$ cat src/design/csw_pkg.sv
// constants, types and decode helpers for the chip select and wait controller
package csw_pkg;
  localparam int unsigned NUM_SPACES = 4;
  localparam int unsigned NUM_PINS   = 3;
  localparam int unsigned AXI_AW     = 12;

  // register indices; the byte address on the bus is four times the index
  localparam logic [3:0][9:0] IDX_CTL   = {10'h0c3, 10'h0c2, 10'h0c1, 10'h0c0};
  localparam logic [3:0][9:0] IDX_START = {10'h0ce, 10'h0cc, 10'h0ca, 10'h0c8};
  localparam logic [3:0][9:0] IDX_MASK  = {10'h0cf, 10'h0cd, 10'h0cb, 10'h0c9};
  localparam logic [9:0]      IDX_DEFAULT = 10'h0c7;
  localparam logic [9:0]      IDX_STATUS  = 10'h0d0;
  localparam logic [9:0]      IDX_P4DIR   = 10'h0d1;
  localparam logic [9:0]      IDX_P4FN    = 10'h0d2;

  // control register fields
  localparam int unsigned CTL_EN       = 7;
  localparam int unsigned CTL_AREA     = 6;
  localparam int unsigned CTL_BUS      = 3;
  localparam int unsigned CTL_WAIT_LSB = 0;
  localparam logic [7:0]  CTL_WMASK    = 8'hbf;
  localparam logic [7:0]  CTL2_WMASK   = 8'hff;
  localparam logic [7:0]  DEF_WMASK    = 8'h0f;

  // status register fields
  localparam int unsigned STAT_HIT_LSB  = 0;
  localparam int unsigned STAT_WAIT_LSB = 8;
  localparam int unsigned STAT_BUS      = 12;

  // reset values
  localparam logic [7:0] START_RST = 8'hff;
  localparam logic [7:0] MASK_RST  = 8'hff;
  localparam logic [7:0] CTL_RST   = 8'h00;
  localparam logic [7:0] CTL2_RST  = 8'h80;
  localparam logic [7:0] DEF_RST   = 8'h00;
  localparam logic [7:0] P4_RST    = 8'h00;

  // external range that space 2 covers in whole-memory mode
  localparam logic [23:0] WHOLE_LO = 24'h003800;
  localparam logic [23:0] WHOLE_HI = 24'hfe7fff;

  localparam logic [1:0] RESP_OKAY   = 2'h0;
  localparam logic [1:0] RESP_DECERR = 2'h3;

  typedef struct packed {
    logic       width8;
    logic [3:0] waits;
  } cycle_cfg_t;

  typedef enum logic [1:0] {
    T_IDLE  = 2'b01,
    T_COUNT = 2'b10
  } timer_state_t;

  typedef struct packed {
    timer_state_t st;
    logic [3:0]   cnt;
  } timer_q_t;

  typedef struct packed {
    logic [3:0][7:0] ctl;
    logic [7:0]      dflt;
    logic [3:0][7:0] start;
    logic [3:0][7:0] mask;
    logic [7:0]      p4dir;
    logic [7:0]      p4fn;
    logic            aw_v;
    logic [9:0]      aw_idx;
    logic            w_v;
    logic [7:0]      w_d;
    logic            w_s;
    logic            b_v;
    logic [1:0]      b_r;
    logic            r_v;
    logic [31:0]     r_d;
    logic [1:0]      r_r;
    logic            cyc_prev;
    logic [4:0]      last_hit;
    cycle_cfg_t      last_cfg;
  } ctl_state_t;

  // address bits left out of the compare; bits 7:0 never take part
  function automatic logic [23:0] ignore_bits(input logic [1:0] kind,
                                              input logic [7:0] m);
    logic [23:0] ig;
    ig = 24'h0000ff;
    case (kind)
      2'd0: begin
        ig[20:15] = m[7:2];
        ig[14:9]  = {6{m[1]}};
        ig[8]     = m[0];
      end
      2'd1: begin
        ig[21:16] = m[7:2];
        ig[15:9]  = {7{m[1]}};
        ig[8]     = m[0];
      end
      default: begin
        ig[22:15] = m;
        ig[14:8]  = 7'h7f;
      end
    endcase
    return ig;
  endfunction

  function automatic logic [3:0] wait_count(input logic [2:0] code);
    logic [3:0] w;
    case (code)
      3'b000:  w = 4'h2;
      3'b001:  w = 4'h1;
      3'b010:  w = 4'h1;
      3'b011:  w = 4'h0;
      3'b101:  w = 4'h3;
      3'b110:  w = 4'h4;
      3'b111:  w = 4'h8;
      default: w = 4'h2;                     // reserved code runs as reset value
    endcase
    return w;
  endfunction

  function automatic logic reg_mapped(input logic [9:0] idx);
    logic ok;
    ok = (idx == IDX_DEFAULT) || (idx == IDX_STATUS) ||
         (idx == IDX_P4DIR) || (idx == IDX_P4FN);
    for (int i = 0; i < NUM_SPACES; i++) begin
      ok = ok || (idx == IDX_CTL[i]) || (idx == IDX_START[i]) ||
           (idx == IDX_MASK[i]);
    end
    return ok;
  endfunction
endpackage

$ cat src/design/space_match.sv
// address compare for one programmable space
`timescale 1ns/10ps
`default_nettype none
module space_match
  import csw_pkg::*;
#(
  parameter logic [1:0] KIND = 2'd0
) (
  input  wire logic [23:0] addr,        // current bus address
  input  wire logic        enable,      // master enable of the space
  input  wire logic        whole_mode,  // cover the whole external range
  input  wire logic [7:0]  start,       // upper base bits
  input  wire logic [7:0]  mask,        // size mask register
  output logic             hit          // address falls in the space
);
  logic [23:0] base;
  logic [23:0] ign;
  logic        in_area;
  logic        in_whole;

  assign base     = {start, 16'h0000};
  assign ign      = ignore_bits(KIND, mask);
  assign in_area  = ((addr ^ base) & ~ign) == 24'h000000;
  assign in_whole = (addr >= WHOLE_LO) && (addr <= WHOLE_HI);
  assign hit      = enable && (whole_mode ? in_whole : in_area);
endmodule
`default_nettype wire

$ cat src/design/wait_timer.sv
// wait state sequencer that ends each external bus cycle
`timescale 1ns/10ps
`default_nettype none
module wait_timer
  import csw_pkg::*;
(
  input  wire logic       aclk,     // system clock
  input  wire logic       aresetn,  // synchronous reset, active low
  input  wire logic       start,    // first cycle of a bus cycle
  input  wire logic [3:0] waits,    // wait states for this cycle
  output logic            ready,    // bus cycle may end now
  output logic            busy      // a cycle is being timed
);
  localparam timer_q_t T_RST = '{st: T_IDLE, cnt: 4'h0};

  timer_q_t q;
  timer_q_t d;

  always_comb begin
    d     = q;
    ready = 1'b0;
    unique case (q.st)
      T_IDLE: begin
        if (start) begin
          d.st  = T_COUNT;
          d.cnt = waits;
        end
      end
      T_COUNT: begin
        if (q.cnt == 4'h0) begin
          ready = 1'b1;
          d.st  = T_IDLE;
        end else begin
          d.cnt = q.cnt - 4'h1;
        end
      end
      default: d = T_RST;
    endcase
  end

  always_ff @(posedge aclk) begin
    if (!aresetn) begin
      q <= T_RST;
    end else begin
      q <= d;
    end
  end

  assign busy = (q.st == T_COUNT);
endmodule
`default_nettype wire

$ cat src/design/chip_select_wait_controller.sv
// chip select and wait controller with its register file on AXI4-Lite
//
// Contract
// - four spaces plus default, each own width/waits
// - match in space 0-2 drives its select low
// - select reaches pin only when port enabled
// - space 3 has settings but no select pin
// - every bus cycle compares address, uses match
// - start register gives address bits 23:16
// - only unmasked address bits are compared
// - space 0 mask covers bits 20:8
// - space 1 mask covers bits 21:8
// - spaces 2 and 3 mask bits 22:15
// - reset sets start and mask to ones
// - reset disables spaces 0, 1 and 3
// - reset enables space 2 in whole mode
// - unmatched access uses default region settings
// - lowest numbered matching space wins
// - enable bit 7 gates space matching
// - bit 3 one means 8-bit bus
// - wait field decodes to fixed wait counts
// - code 010 gives one fixed wait
// - area select zero puts space 2 in whole-memory mode
`timescale 1ns/10ps
`default_nettype none
module chip_select_wait_controller
  import csw_pkg::*;
(
  input  wire logic              aclk,            // system clock
  input  wire logic              aresetn,         // sync reset, active low
  input  wire logic [AXI_AW-1:0] awaddr,          // write address
  input  wire logic              awvalid,         // write address valid
  output logic                   awready,         // write address ready
  input  wire logic [31:0]       wdata,           // write data
  input  wire logic [3:0]        wstrb,           // write byte strobes
  input  wire logic              wvalid,          // write data valid
  output logic                   wready,          // write data ready
  output logic [1:0]             bresp,           // write response
  output logic                   bvalid,          // write response valid
  input  wire logic              bready,          // write response ready
  input  wire logic [AXI_AW-1:0] araddr,          // read address
  input  wire logic              arvalid,         // read address valid
  output logic                   arready,         // read address ready
  output logic [31:0]            rdata,           // read data
  output logic [1:0]             rresp,           // read response
  output logic                   rvalid,          // read data valid
  input  wire logic              rready,          // read data ready
  input  wire logic [23:0]       bus_addr,        // cpu address of the cycle
  input  wire logic              bus_cycle,       // external bus cycle active
  input  wire logic              internal_area,   // address is on-chip
  output logic                   space0_select_n, // space 0 select, low
  output logic                   space1_select_n, // space 1 select, low
  output logic                   space2_select_n, // space 2 select, low
  output var cycle_cfg_t         cycle_cfg,       // width and waits in use
  output logic                   cycle_ready      // bus cycle may end
);
  localparam ctl_state_t RST = '{
    ctl:   {CTL_RST, CTL2_RST, CTL_RST, CTL_RST},
    dflt:  DEF_RST,
    start: {4{START_RST}},
    mask:  {4{MASK_RST}},
    p4dir: P4_RST,
    p4fn:  P4_RST,
    default: '0
  };

  ctl_state_t q;
  ctl_state_t d;

  logic [NUM_SPACES-1:0] hit;
  logic [2:0]            win;
  logic [4:0]            win_oh;
  logic [7:0]            cfg_reg;
  logic [NUM_PINS-1:0]   sel_n;
  logic                  cyc_start;
  logic [9:0]            ridx;
  logic [31:0]           rd_word;

  ////////////////////////////////////////////////////////////////////////////
  // address decode

  genvar g;
  generate
    for (g = 0; g < NUM_SPACES; g++) begin : gen_space
      localparam logic [1:0] KIND = (g < 2) ? 2'(g) : 2'd2;
      space_match #(.KIND(KIND)) u_match (
        .addr       (bus_addr),
        .enable     (q.ctl[g][CTL_EN]),
        .whole_mode ((g == 2) && !q.ctl[g][CTL_AREA]),
        .start      (q.start[g]),
        .mask       (q.mask[g]),
        .hit        (hit[g])
      );
    end
  endgenerate

  // lowest numbered space wins; 4 means the default region
  always_comb begin
    win    = 3'd4;
    win_oh = 5'h00;
    for (int i = NUM_SPACES - 1; i >= 0; i--) begin
      if (hit[i]) begin
        win = 3'(i);
      end
    end
    win_oh[win] = 1'b1;
  end

  // the default region only applies when nothing matched
  assign cfg_reg = (win == 3'd4) ? q.dflt : q.ctl[win[1:0]];
  assign cycle_cfg.width8 = cfg_reg[CTL_BUS];
  assign cycle_cfg.waits  = wait_count(cfg_reg[CTL_WAIT_LSB +: 3]);

  // space 3 has no pin; external decoding must select its parts
  generate
    for (g = 0; g < NUM_PINS; g++) begin : gen_pin
      assign sel_n[g] = !(bus_cycle && !internal_area &&
                          (win == 3'(g)) &&
                          q.p4dir[g] && q.p4fn[g]);
    end
  endgenerate

  assign space0_select_n = sel_n[0];
  assign space1_select_n = sel_n[1];
  assign space2_select_n = sel_n[2];

  assign cyc_start = bus_cycle && !q.cyc_prev;

  wait_timer u_timer (
    .aclk    (aclk),
    .aresetn (aresetn),
    .start   (cyc_start),
    .waits   (cycle_cfg.waits),
    .ready   (cycle_ready),
    .busy    ()
  );

  ////////////////////////////////////////////////////////////////////////////
  // register read mux; control registers are write only and read as zero

  assign ridx = araddr[AXI_AW-1:2];

  always_comb begin
    rd_word = 32'h00000000;
    for (int i = 0; i < NUM_SPACES; i++) begin
      if (ridx == IDX_START[i]) begin
        rd_word[7:0] = q.start[i];
      end
      if (ridx == IDX_MASK[i]) begin
        rd_word[7:0] = q.mask[i];
      end
    end
    if (ridx == IDX_P4DIR) begin
      rd_word[7:0] = q.p4dir;
    end
    if (ridx == IDX_P4FN) begin
      rd_word[7:0] = q.p4fn;
    end
    if (ridx == IDX_STATUS) begin
      rd_word[STAT_HIT_LSB +: 5]  = q.last_hit;
      rd_word[STAT_WAIT_LSB +: 4] = q.last_cfg.waits;
      rd_word[STAT_BUS]           = q.last_cfg.width8;
    end
  end

  ////////////////////////////////////////////////////////////////////////////
  // next state

  always_comb begin
    d = q;
    if (awvalid && !q.aw_v) begin
      d.aw_v   = 1'b1;
      d.aw_idx = awaddr[AXI_AW-1:2];
    end
    if (wvalid && !q.w_v) begin
      d.w_v = 1'b1;
      d.w_d = wdata[7:0];
      d.w_s = wstrb[0];
    end
    if (q.b_v && bready) begin
      d.b_v = 1'b0;
    end
    // write commits once both halves are held and the response is free
    if (q.aw_v && q.w_v && !q.b_v) begin
      d.aw_v = 1'b0;
      d.w_v  = 1'b0;
      d.b_v  = 1'b1;
      d.b_r  = reg_mapped(q.aw_idx) ? RESP_OKAY : RESP_DECERR;
      if (q.w_s) begin
        for (int i = 0; i < NUM_SPACES; i++) begin
          if (q.aw_idx == IDX_CTL[i]) begin
            d.ctl[i] = q.w_d & ((i == 2) ? CTL2_WMASK : CTL_WMASK);
          end
          if (q.aw_idx == IDX_START[i]) begin
            d.start[i] = q.w_d;
          end
          if (q.aw_idx == IDX_MASK[i]) begin
            d.mask[i] = q.w_d;
          end
        end
        if (q.aw_idx == IDX_DEFAULT) begin
          d.dflt = q.w_d & DEF_WMASK;
        end
        if (q.aw_idx == IDX_P4DIR) begin
          d.p4dir = q.w_d;
        end
        if (q.aw_idx == IDX_P4FN) begin
          d.p4fn = q.w_d;
        end
      end
    end
    if (q.r_v && rready) begin
      d.r_v = 1'b0;
    end
    if (arvalid && !q.r_v) begin
      d.r_v = 1'b1;
      d.r_d = rd_word;
      d.r_r = reg_mapped(ridx) ? RESP_OKAY : RESP_DECERR;
    end
    // status keeps the decision taken at the start of the last cycle
    d.cyc_prev = bus_cycle;
    if (cyc_start) begin
      d.last_hit = win_oh;
      d.last_cfg = cycle_cfg;
    end
  end

  always_ff @(posedge aclk) begin
    if (!aresetn) begin
      q <= RST;
    end else begin
      q <= d;
    end
  end

  assign awready = !q.aw_v;
  assign wready  = !q.w_v;
  assign bvalid  = q.b_v;
  assign bresp   = q.b_r;
  assign arready = !q.r_v;
  assign rvalid  = q.r_v;
  assign rdata   = q.r_d;
  assign rresp   = q.r_r;
endmodule
`default_nettype wire

$ cat config.mk
export PLATFORM = sky130hd
export DESIGN_NAME = chip_select_wait_controller
export DESIGN_NICKNAME = d
export VERILOG_FILES = /design/src/design/csw_pkg.sv /design/src/design/space_match.sv /design/src/design/wait_timer.sv /design/src/design/chip_select_wait_controller.sv
export SDC_FILE = /design/constraint.sdc
export NUM_CORES = 1
export LEC_CHECK = 0
export ABC_AREA = 0
export BUFFER_PORTS_ARGS = -buffer_cell sky130_fd_sc_hd__buf_2
export CAP_MARGIN = 25
export CORE_MARGIN = 2
export CORE_UTILIZATION = 42
export DETAILED_ROUTE_END_ITERATION = 12
export HOLD_SLACK_MARGIN = 0.06
export SLEW_MARGIN = 20
export SYNTH_ARGS = -nofsm -noshare
export SYNTH_HDL_FRONTEND = slang
export SYNTH_SLANG_ARGS = --single-unit
$ cat constraint.sdc
create_clock -name aclk -period 3 [get_ports aclk]
set_input_delay 0.15 -clock aclk [delete_from_list [all_inputs] [get_ports aclk]]
set_output_delay 0.15 -clock aclk [all_outputs]
set_load 0.02 [all_outputs]
==> flow_metrics.tcl, run 1 <==
set metrics [dict create \
    status "finished clean" \
    cts.path.max_buffers 2 \
    tritoncts "done" \
    worstReg2RegEnd "q[74]" \
    grt_remaining_overflow 0 \
    avgRoutedWirePerCell_um 17.0 \
    ioPinCount 143 \
    r2r_setup_slack_ns 0.29 \
    synth_seq_cells 160 \
    drive_gt1_frac 0.193 \
    viasPerCell 5.23 \
    fp.dieH_um 144 \
    num_antenna_cells 0 \
    slew_viol_final 0 \
    setup_tns_ns 0 \
    stdcell_area_mm2 0.00977 \
    hp-class "primary input to register" \
    async_flop_share 0 \
    powerDensity_mw_per_mm2 514 \
    drcViolationCount 0 \
    cts_buffers 17 \
    fmax_mhz 342 \
    clock_sinks 160 \
    p_leak_uw 0.00407 \
    portBuffers 84 \
    synth-main-ff-cell "dfxtp_1" \
    drv_cap 0 \
    irDropWorstVdd_v 0.000390 \
    clock-root-buffer "clkbuf_16" \
    rows 51 \
    dpl.cell_count 1283 \
    grt_pass1_vias 6652 \
    grt_pass1_wl_mm 36.3 \
    endpoint "cycle_cfg[3]" \
    cp.required_ns 2.85 \
    finalCriticalPeriod_ns 2.92 \
    totalPowerFinal_uw 5020 \
    drt_iter0_markers 574 \
    crit_fanout 7 \
    wirelength_mm 22.9 \
    synth-seq-area-share 0.390 \
    relSlewSlack 0.410 \
    grt_usage 0.228 \
    tightest_slew_ns 0.884 \
    clock_skew_ns 0.00556 \
    dpl_cell_area_mm2 0.00867 \
    endpoint_kind "primary output" \
    vias 7055 \
    ys_types 75 \
    hold_viol 0 \
    slowest_stage "or4_4" \
    dieArea_mm2 0.0207 \
    ant_nets 0 \
    setup_viol 0 \
    criticalPathCategory "register to primary output" \
    initial_core_util 0.425 \
    crit_arrival_ns 2.77 \
    die_w_um 144 \
    place_congestion 0.873 \
    cp-startpoint "q[122]" \
    dp_hpwl_mm 15.7 \
    path_clk_slew_ns 0.06 \
    grt_max_degree 73 \
    critical_path.cell_chain "xnor2_2 > o2111ai_2 > or4_4 > or2_4 > nand4_1 > o221ai_4 > a22oi_2 > and2_1 > buf_6" \
    yosysWarnings 0 \
    syn_inst 985 \
    reg2reg_from "q[58]" \
    synth_edf_count 0 \
    yosysMostFrequentCell "nand2_1" \
    syn_avg_cell_area_um2 8.35 \
    reg2reg_depth 7 \
    rsz0062_at_grt "yes" \
    nets 1169 \
    layout_worst_path_cycle_share 0.974 \
    antenna_found_initial 1 \
    area_growth_syn_to_layout_pct 18.8 \
    synth_area_mm2 0.00822 \
    ys_top_cells_by_count "216 x nand2_1, 160 x dfxtp_1, 81 x nand3_1" \
    layoutNonFillerInstCount 1348 \
    start_kind "register" \
    yosys.area.top_type "dfxtp_1" \
    cp_slowest_stage_delay_ns 0.52 \
    synth.top_cell.area_share 0.390 \
    ys_top_cells_by_area "dfxtp_1 39%, nand2_1 9.9%, mux2i_1 5.4%" \
    drt_first_pass_iters 5 \
    fp.coreArea_mm2 0.0193 \
    clk_latency_ns 0.42 \
    ctsHtreeMaxLevel 4 \
]
critical path, delay by kind of cell (launching register included):
kind,cells,cell delay [ns]
compound gates,3,0.57
xor+xnor,1,0.17
buf+inv,1,0.12
flops,1,0.34
simple gates,4,1.14
per-stage QoR:
step,util,hold slack [ns],setup slack [ns]
floorplan,-,0.266,0.583
detailed placement,0.448,0.405,0.230
CTS,0.498,0.100,0.0142
global placement,0.448,0.395,0.227
finish,0.505,0.116,0.0778
global route,0.505,0.142,-0.0563
state kept, by name, indices dropped and copies added, names as in the netlist:
signal / count
bresp: 1
rvalid: 1
rdata: 13
rresp: 1
q: 137
u_timer.q: 6
bvalid: 1
cell families (layout without fill, tap and decap cells):
group | count (synthesis) | after routing | share of synthesized area
DFF | 160 | 160 | 0.390
other | 1 | 19 | 0.000456
xor gates and xnor gates | 32 | 32 | 0.0341
adders and majority gates | 5 | 5 | 0.00761
buffers and inverters | 114 | 193 | 0.0771
and+or+nand+nor | 458 | 459 | 0.270
muxes | 60 | 60 | 0.0864
AOI/OAI and AO/OA | 155 | 155 | 0.135
power by group:
group	switching [µW]	leakage, µW	total [µW]	internal, µW
registers	63.6	0.00130	2220	2160
logic	242	0.00246	407	165
clock network	850	0.000313	2390	1540
repair_timing:
item / in CTS / in global routing
buffers inserted: 2 / 4
endpoints found under the hold margin: 25 / 0
setup endpoints to repair: 4 / 4
hold buffers: 27 / 0
cloned: 0 / 1
pin swaps: 1 / 12
resized for setup: 5 / 23
cell usage in the layout (no fill, tap or decap), drive strengths merged, types with 8 or more instances in the layout:
master and instances:
a21boi 34, a21oi 8, and2 10, buf 113
clkbuf 22, conb 19, dfxtp 160, dlygate4sd3 27
inv 22, mux2 8, mux2i 44, mux4 8
nand2 216, nand2b 10, nand3 82, nand4 10
nor2 35, nor2b 50, o21ai 41, o22ai 23
or2 9, xnor2 27
final cells by class:
cell class / count / area, µm²
Clock buffer: 22 / 474
Clock inverter: 9 / 179
Fill cell: 1873 / 9570
Inverter: 22 / 82.6
Multi-Input combinational cell: 730 / 4570
Sequential cell: 160 / 3200
Tap cell: 265 / 332
Timing Repair Buffer: 140 / 923
worst min-delay path by stage:
| stage | startpoint | endpoint | slack (ns) | cells after the start |
|---|---|---|---|---|
| 4_1_cts | aresetn | u_timer.q[4] | 0.10 | 2 |
| 5_1_grt | aresetn | u_timer.q[4] | 0.14 | 2 |
| 3_3_place_gp | wvalid | q[58] | 0.39 | 3 |
| 2_1_floorplan | wvalid | q[58] | 0.27 | 2 |
| 3_5_place_dp | arvalid | rvalid | 0.40 | 2 |
| 6_report | aresetn | u_timer.q[4] | 0.12 | 2 |
routing by layer:
layer,vias to the layer above,routed length [µm],track usage
met5,-,13,0
met4,2,522,0.0784
met3,36,1110,0.0387
met2,219,10400,0.357
met1,3284,10900,0.318
li1,3514,-,-
(Power assumes the default switching activity.)
==> inputs of run 2 (changes only) <==
- CTS_BUF_LIST: default -> sky130_fd_sc_hd__clkbuf_4 sky130_fd_sc_hd__clkbuf_8
- SLEW_MARGIN: 20 -> default
==> flow_metrics.tcl, run 2 (synthesis results as in run 1) <==
set metrics [dict create \
    clock_skew_ns 0.0141 \
    dpl_cell_area_mm2 0.00867 \
    grt_usage 0.228 \
    fp.dieH_um 144 \
    area_growth_syn_to_layout_pct 17.2 \
    relSlewSlack 0.432 \
    cts_buffers 17 \
    p_int_uw 3400 \
    largest_reg_flops 137 \
    dpl.cell_count 1283 \
    cp.required_ns 2.85 \
    hold_viol 0 \
    layout_common_cells "215 x nand2_1, 157 x dfxtp_1, 80 x buf_2, 78 x nand3_1, 50 x nor2b_1" \
    clock-root-buffer "clkbuf_8" \
    path_clk_slew_ns 0.09 \
    p_leak_uw 0.00402 \
    layout_worst_path_cycle_share 0.993 \
    viasPerCell 5.21 \
    ctsHtreeMaxLevel 4 \
    drt_iter0_markers 498 \
    slew_viol_final 0 \
    cts.path.max_buffers 2 \
    finalCriticalPeriod_ns 2.98 \
    final_common_cell "nand2_1" \
    drt_first_pass_iters 5 \
    drv_cap 0 \
    clock_sinks 160 \
    combPwrFrac 0.091 \
    ioPinCount 143 \
    dieArea_mm2 0.0207 \
    tritoncts "done" \
    drive_gt1_frac 0.201 \
    avgRoutedWirePerCell_um 16.9 \
    irDropWorstVdd_v 0.000267 \
    rows 51 \
    vias 7043 \
    clk_latency_ns 0.46 \
    grt_pass1_vias 6540 \
    setup_tns_ns 0 \
    fmax_mhz 336 \
    grt_remaining_overflow 0 \
    portBuffers 84 \
    place_congestion 0.873 \
    start_kind "register" \
    die_w_um 144 \
    multi_input_area_mm2 0.00459 \
    switching_share 0.246 \
    grt_pass1_wl_mm 36.3 \
    regArea_mm2 0.00321 \
    antenna_found_initial 1 \
    p_seq_frac 0.493 \
    endpoint_kind "primary output" \
    rsz0062_at_grt "yes" \
    pwr-share-clk 0.416 \
    wirelength_mm 22.8 \
    initial_core_util 0.425 \
    tightest_slew_ns 0.850 \
    stdcell_area_mm2 0.00964 \
    grt_max_degree 73 \
    status "finished clean" \
    fp.coreArea_mm2 0.0193 \
    nets 1173 \
    fill_cells 1885 \
    dp_hpwl_mm 15.7 \
    num_antenna_cells 0 \
    criticalPathCategory "register to primary output" \
    crit_arrival_ns 2.83 \
    layoutNonFillerInstCount 1352 \
    crit_fanout 7 \
    hp-class "primary input to register" \
    setup_viol 0 \
    ant_nets 0 \
    switchingPower_uw 1110 \
    top_register "q" \
    drcViolationCount 0 \
    totalPowerFinal_uw 4510 \
    powerDensity_mw_per_mm2 468 \
]
## run 2: critical path, cell delays in order (launching register included)
cell and delay, ns:
dfxtp_2 0.34, xnor2_2 0.17, o2111ai_2 0.15, or4_4 0.52
or2_4 0.31, nand4_1 0.14, o221ai_4 0.14, a22oi_2 0.28
and2_1 0.18, buf_6 0.12
## run 2: layout make-up
cell class / count / area share
clock inverters: 9 / 0.0186
well taps: 265 / 0.0344
clock buffers: 22 / 0.0301
flip-flops and latches: 160 / 0.333
repair buffers: 144 / 0.0994
multi-input cells: 730 / 0.476
inverters: 22 / 0.00857
## run 2: path summary, 6_finish.rpt
path / startpoint / to / slack, ns / depth (start not counted)
max: q[122] / cycle_cfg[3] / 0.02 / 9
min: araddr[3] / rdata[2] / 0.28 / 5
max reg2reg: q[58] / q[74] / 0.32 / 7
min reg2reg: rdata[1] / rdata[1] / 0.45 / 2
## run 2: through the flow
| step | setup WS (ns) | hold WS [ns] | util |
|---|---|---|---|
| after global placement | 0.227 | 0.395 | 0.448 |
| after detailed placement | 0.230 | 0.405 | 0.448 |
| after floorplan | 0.583 | 0.266 | - |
| after global routing | -0.119 | 0.318 | 0.498 |
| final | 0.0197 | 0.281 | 0.498 |
| after CTS | -0.00602 | 0.268 | 0.490 |
## run 2: power groups by stage
stage / Combinational (µW) / Clock (µW) / Sequential [µW]
4_1_cts: 404 / 1900 / 2220
5_1_grt: 455 / 1990 / 2230
3_5_place_dp: 372 / 0 / 2270
3_3_place_gp: 370 / 0 / 2270
6_report: 409 / 1880 / 2220
2_1_floorplan: 319 / 0 / 2230
## run 2: repair_timing
item | CTS | global route
resized for setup | 9 | 25
hold buffers | 28 | 0
pin swaps | 3 | 14
endpoints found under the setup margin | 4 | 4
cloned | 0 | 1
setup buffers | 3 | 6
hold endpoints to repair | 26 | 0
## run 2: layer usage
layer	track usage	vias up	wire (µm)
met1	0.322	3268	11000
li1	-	3514	-
met3	0.0357	45	1080
met4	0.0831	2	606
met2	0.354	214	10100
met5	0	-	13
==> inputs of run 3 (changes only) <==
- SETUP_SLACK_MARGIN: default -> 0.05
==> flow_metrics.tcl, run 3 (synthesis results as in run 1) <==
set metrics [dict create \
    totalPowerFinal_uw 4500 \
    vias 7040 \
    rows 51 \
    worstReg2RegEnd "q[74]" \
    layout_common_cells "215 x nand2_1, 155 x dfxtp_1, 80 x buf_2, 78 x nand3_1, 50 x nor2b_1" \
    antenna_found_initial 1 \
    num_antenna_cells 0 \
    ant_nets 0 \
    cp.required_ns 2.85 \
    cts_buffers 17 \
    powerDensity_mw_per_mm2 464 \
    finalCriticalPeriod_ns 2.91 \
    ctsHtreeMaxLevel 4 \
    hp-class "primary input to register" \
    final_common_cell "nand2_1" \
    wirelength_mm 22.8 \
    dp_slack_ns 0.230 \
    initial_core_util 0.425 \
    drt_first_pass_iters 5 \
    drive_gt1_frac 0.209 \
    clock_skew_ns 0.0111 \
    irDropWorstVdd_v 0.000265 \
    fp.coreArea_mm2 0.0193 \
    grt_pass1_vias 6615 \
    start_kind "register" \
    drv_cap 0 \
    tritoncts "done" \
    grt_usage 0.230 \
    fmax_mhz 343 \
    top_register "q" \
    crit_fanout 6 \
    tightest_slew_ns 0.851 \
    layout_worst_path_cycle_share 0.972 \
    grt_pass1_wl_mm 36.5 \
    clock_sinks 160 \
    criticalPathCategory "register to primary output" \
    setup_viol 0 \
    clock-root-buffer "clkbuf_8" \
    layoutNonFillerInstCount 1355 \
    avgRoutedWirePerCell_um 16.8 \
    path_clk_slew_ns 0.09 \
    status "finished clean" \
    die_w_um 144 \
    slew_viol_final 0 \
    drt_iter0_markers 516 \
    fp.dieH_um 144 \
    reg2reg_depth 7 \
    dieArea_mm2 0.0207 \
    rsz0062_at_grt "yes" \
    crit_arrival_ns 2.76 \
    dpl.cell_count 1283 \
    endpoint "cycle_cfg[3]" \
    nets 1176 \
    fill_cells 1879 \
    clk_latency_ns 0.46 \
    p_leak_uw 0.00404 \
    r2r_setup_slack_ns 0.27 \
    relSlewSlack 0.432 \
    worst_slack_ns 0.0851 \
    cts.path.max_buffers 2 \
    cp-startpoint "q[144]" \
    grt_max_degree 73 \
    place_congestion 0.873 \
    grt_remaining_overflow 0 \
    area_growth_syn_to_layout_pct 17.9 \
    dp_hpwl_mm 15.7 \
    drcViolationCount 0 \
    ioPinCount 143 \
    endpoint_kind "primary output" \
    hold_viol 0 \
    fin_hold_ws_ns 0.292 \
    largest_reg_flops 137 \
    portBuffers 84 \
    reg2reg_from "q[58]" \
    viasPerCell 5.20 \
]
## run 3: through the flow
| step | utilization | cell area, µm² | TNS (ns) |
|---|---|---|---|
| global placement | 0.448 | 8670 | 0 |
| detailed placement | 0.448 | 8670 | 0 |
| CTS | 0.496 | 9590 | 0 |
| finish | 0.501 | 9690 | 0 |
| global route | 0.501 | 9690 | -0.0444 |
| floorplan | - | 8290 | 0 |
## run 3: final cells by class
cell class,count,area [µm²],area share
Sequential cell,160,3210,0.331
Tap cell,265,332,0.0342
Multi-Input combinational cell,730,4630,0.477
Clock buffer,22,290,0.0299
Clock inverter,9,179,0.0185
Timing Repair Buffer,147,973,0.100
Inverter,22,82.6,0.00852
## run 3: power by group
group,internal (µW),leakage [µW],switching [µW]
logic,167,0.00251,243
clock network,1070,0.000232,794
registers,2160,0.00129,63.1
## run 3: per-layer routing
layer / vias to the layer above / global-route usage / part of all wire
met4: 2 / 0.0841 / 0.025
met5: - / 0 / 0.00057
met2: 209 / 0.359 / 0.45
li1: 3516 / - / -
met1: 3274 / 0.321 / 0.48
met3: 39 / 0.0353 / 0.046
## run 3: worst min path at each step
stage               cells past startpoint  slack (ns)       end      start
floorplan                               2        0.27     q[58]     wvalid
global placement                        3        0.39     q[58]     wvalid
detailed placement                      2        0.40    rvalid    arvalid
CTS                                     5        0.27  rdata[2]  araddr[3]
global route                            5        0.32  rdata[2]  araddr[3]
finish                                  5        0.29  rdata[2]  araddr[3]
## run 3: timing repair
item,CTS,global route
endpoints found under the hold margin,26,0
buffers inserted,10,2
cloned,1,0
resized for setup,20,20
hold buffers,28,0
pin swaps,11,11
endpoints found under the setup margin,4,4
## run 3: critical path, cell delays in order (launching register included)
cell	delay, ns
dfxtp_2	0.34
xnor2_2	0.15
o2111ai_2	0.20
nor4_2	0.08
buf_4	0.16
or3_4	0.41
o21a_4	0.25
o221ai_4	0.21
a22oi_2	0.15
and2_1	0.18
buf_4	0.15
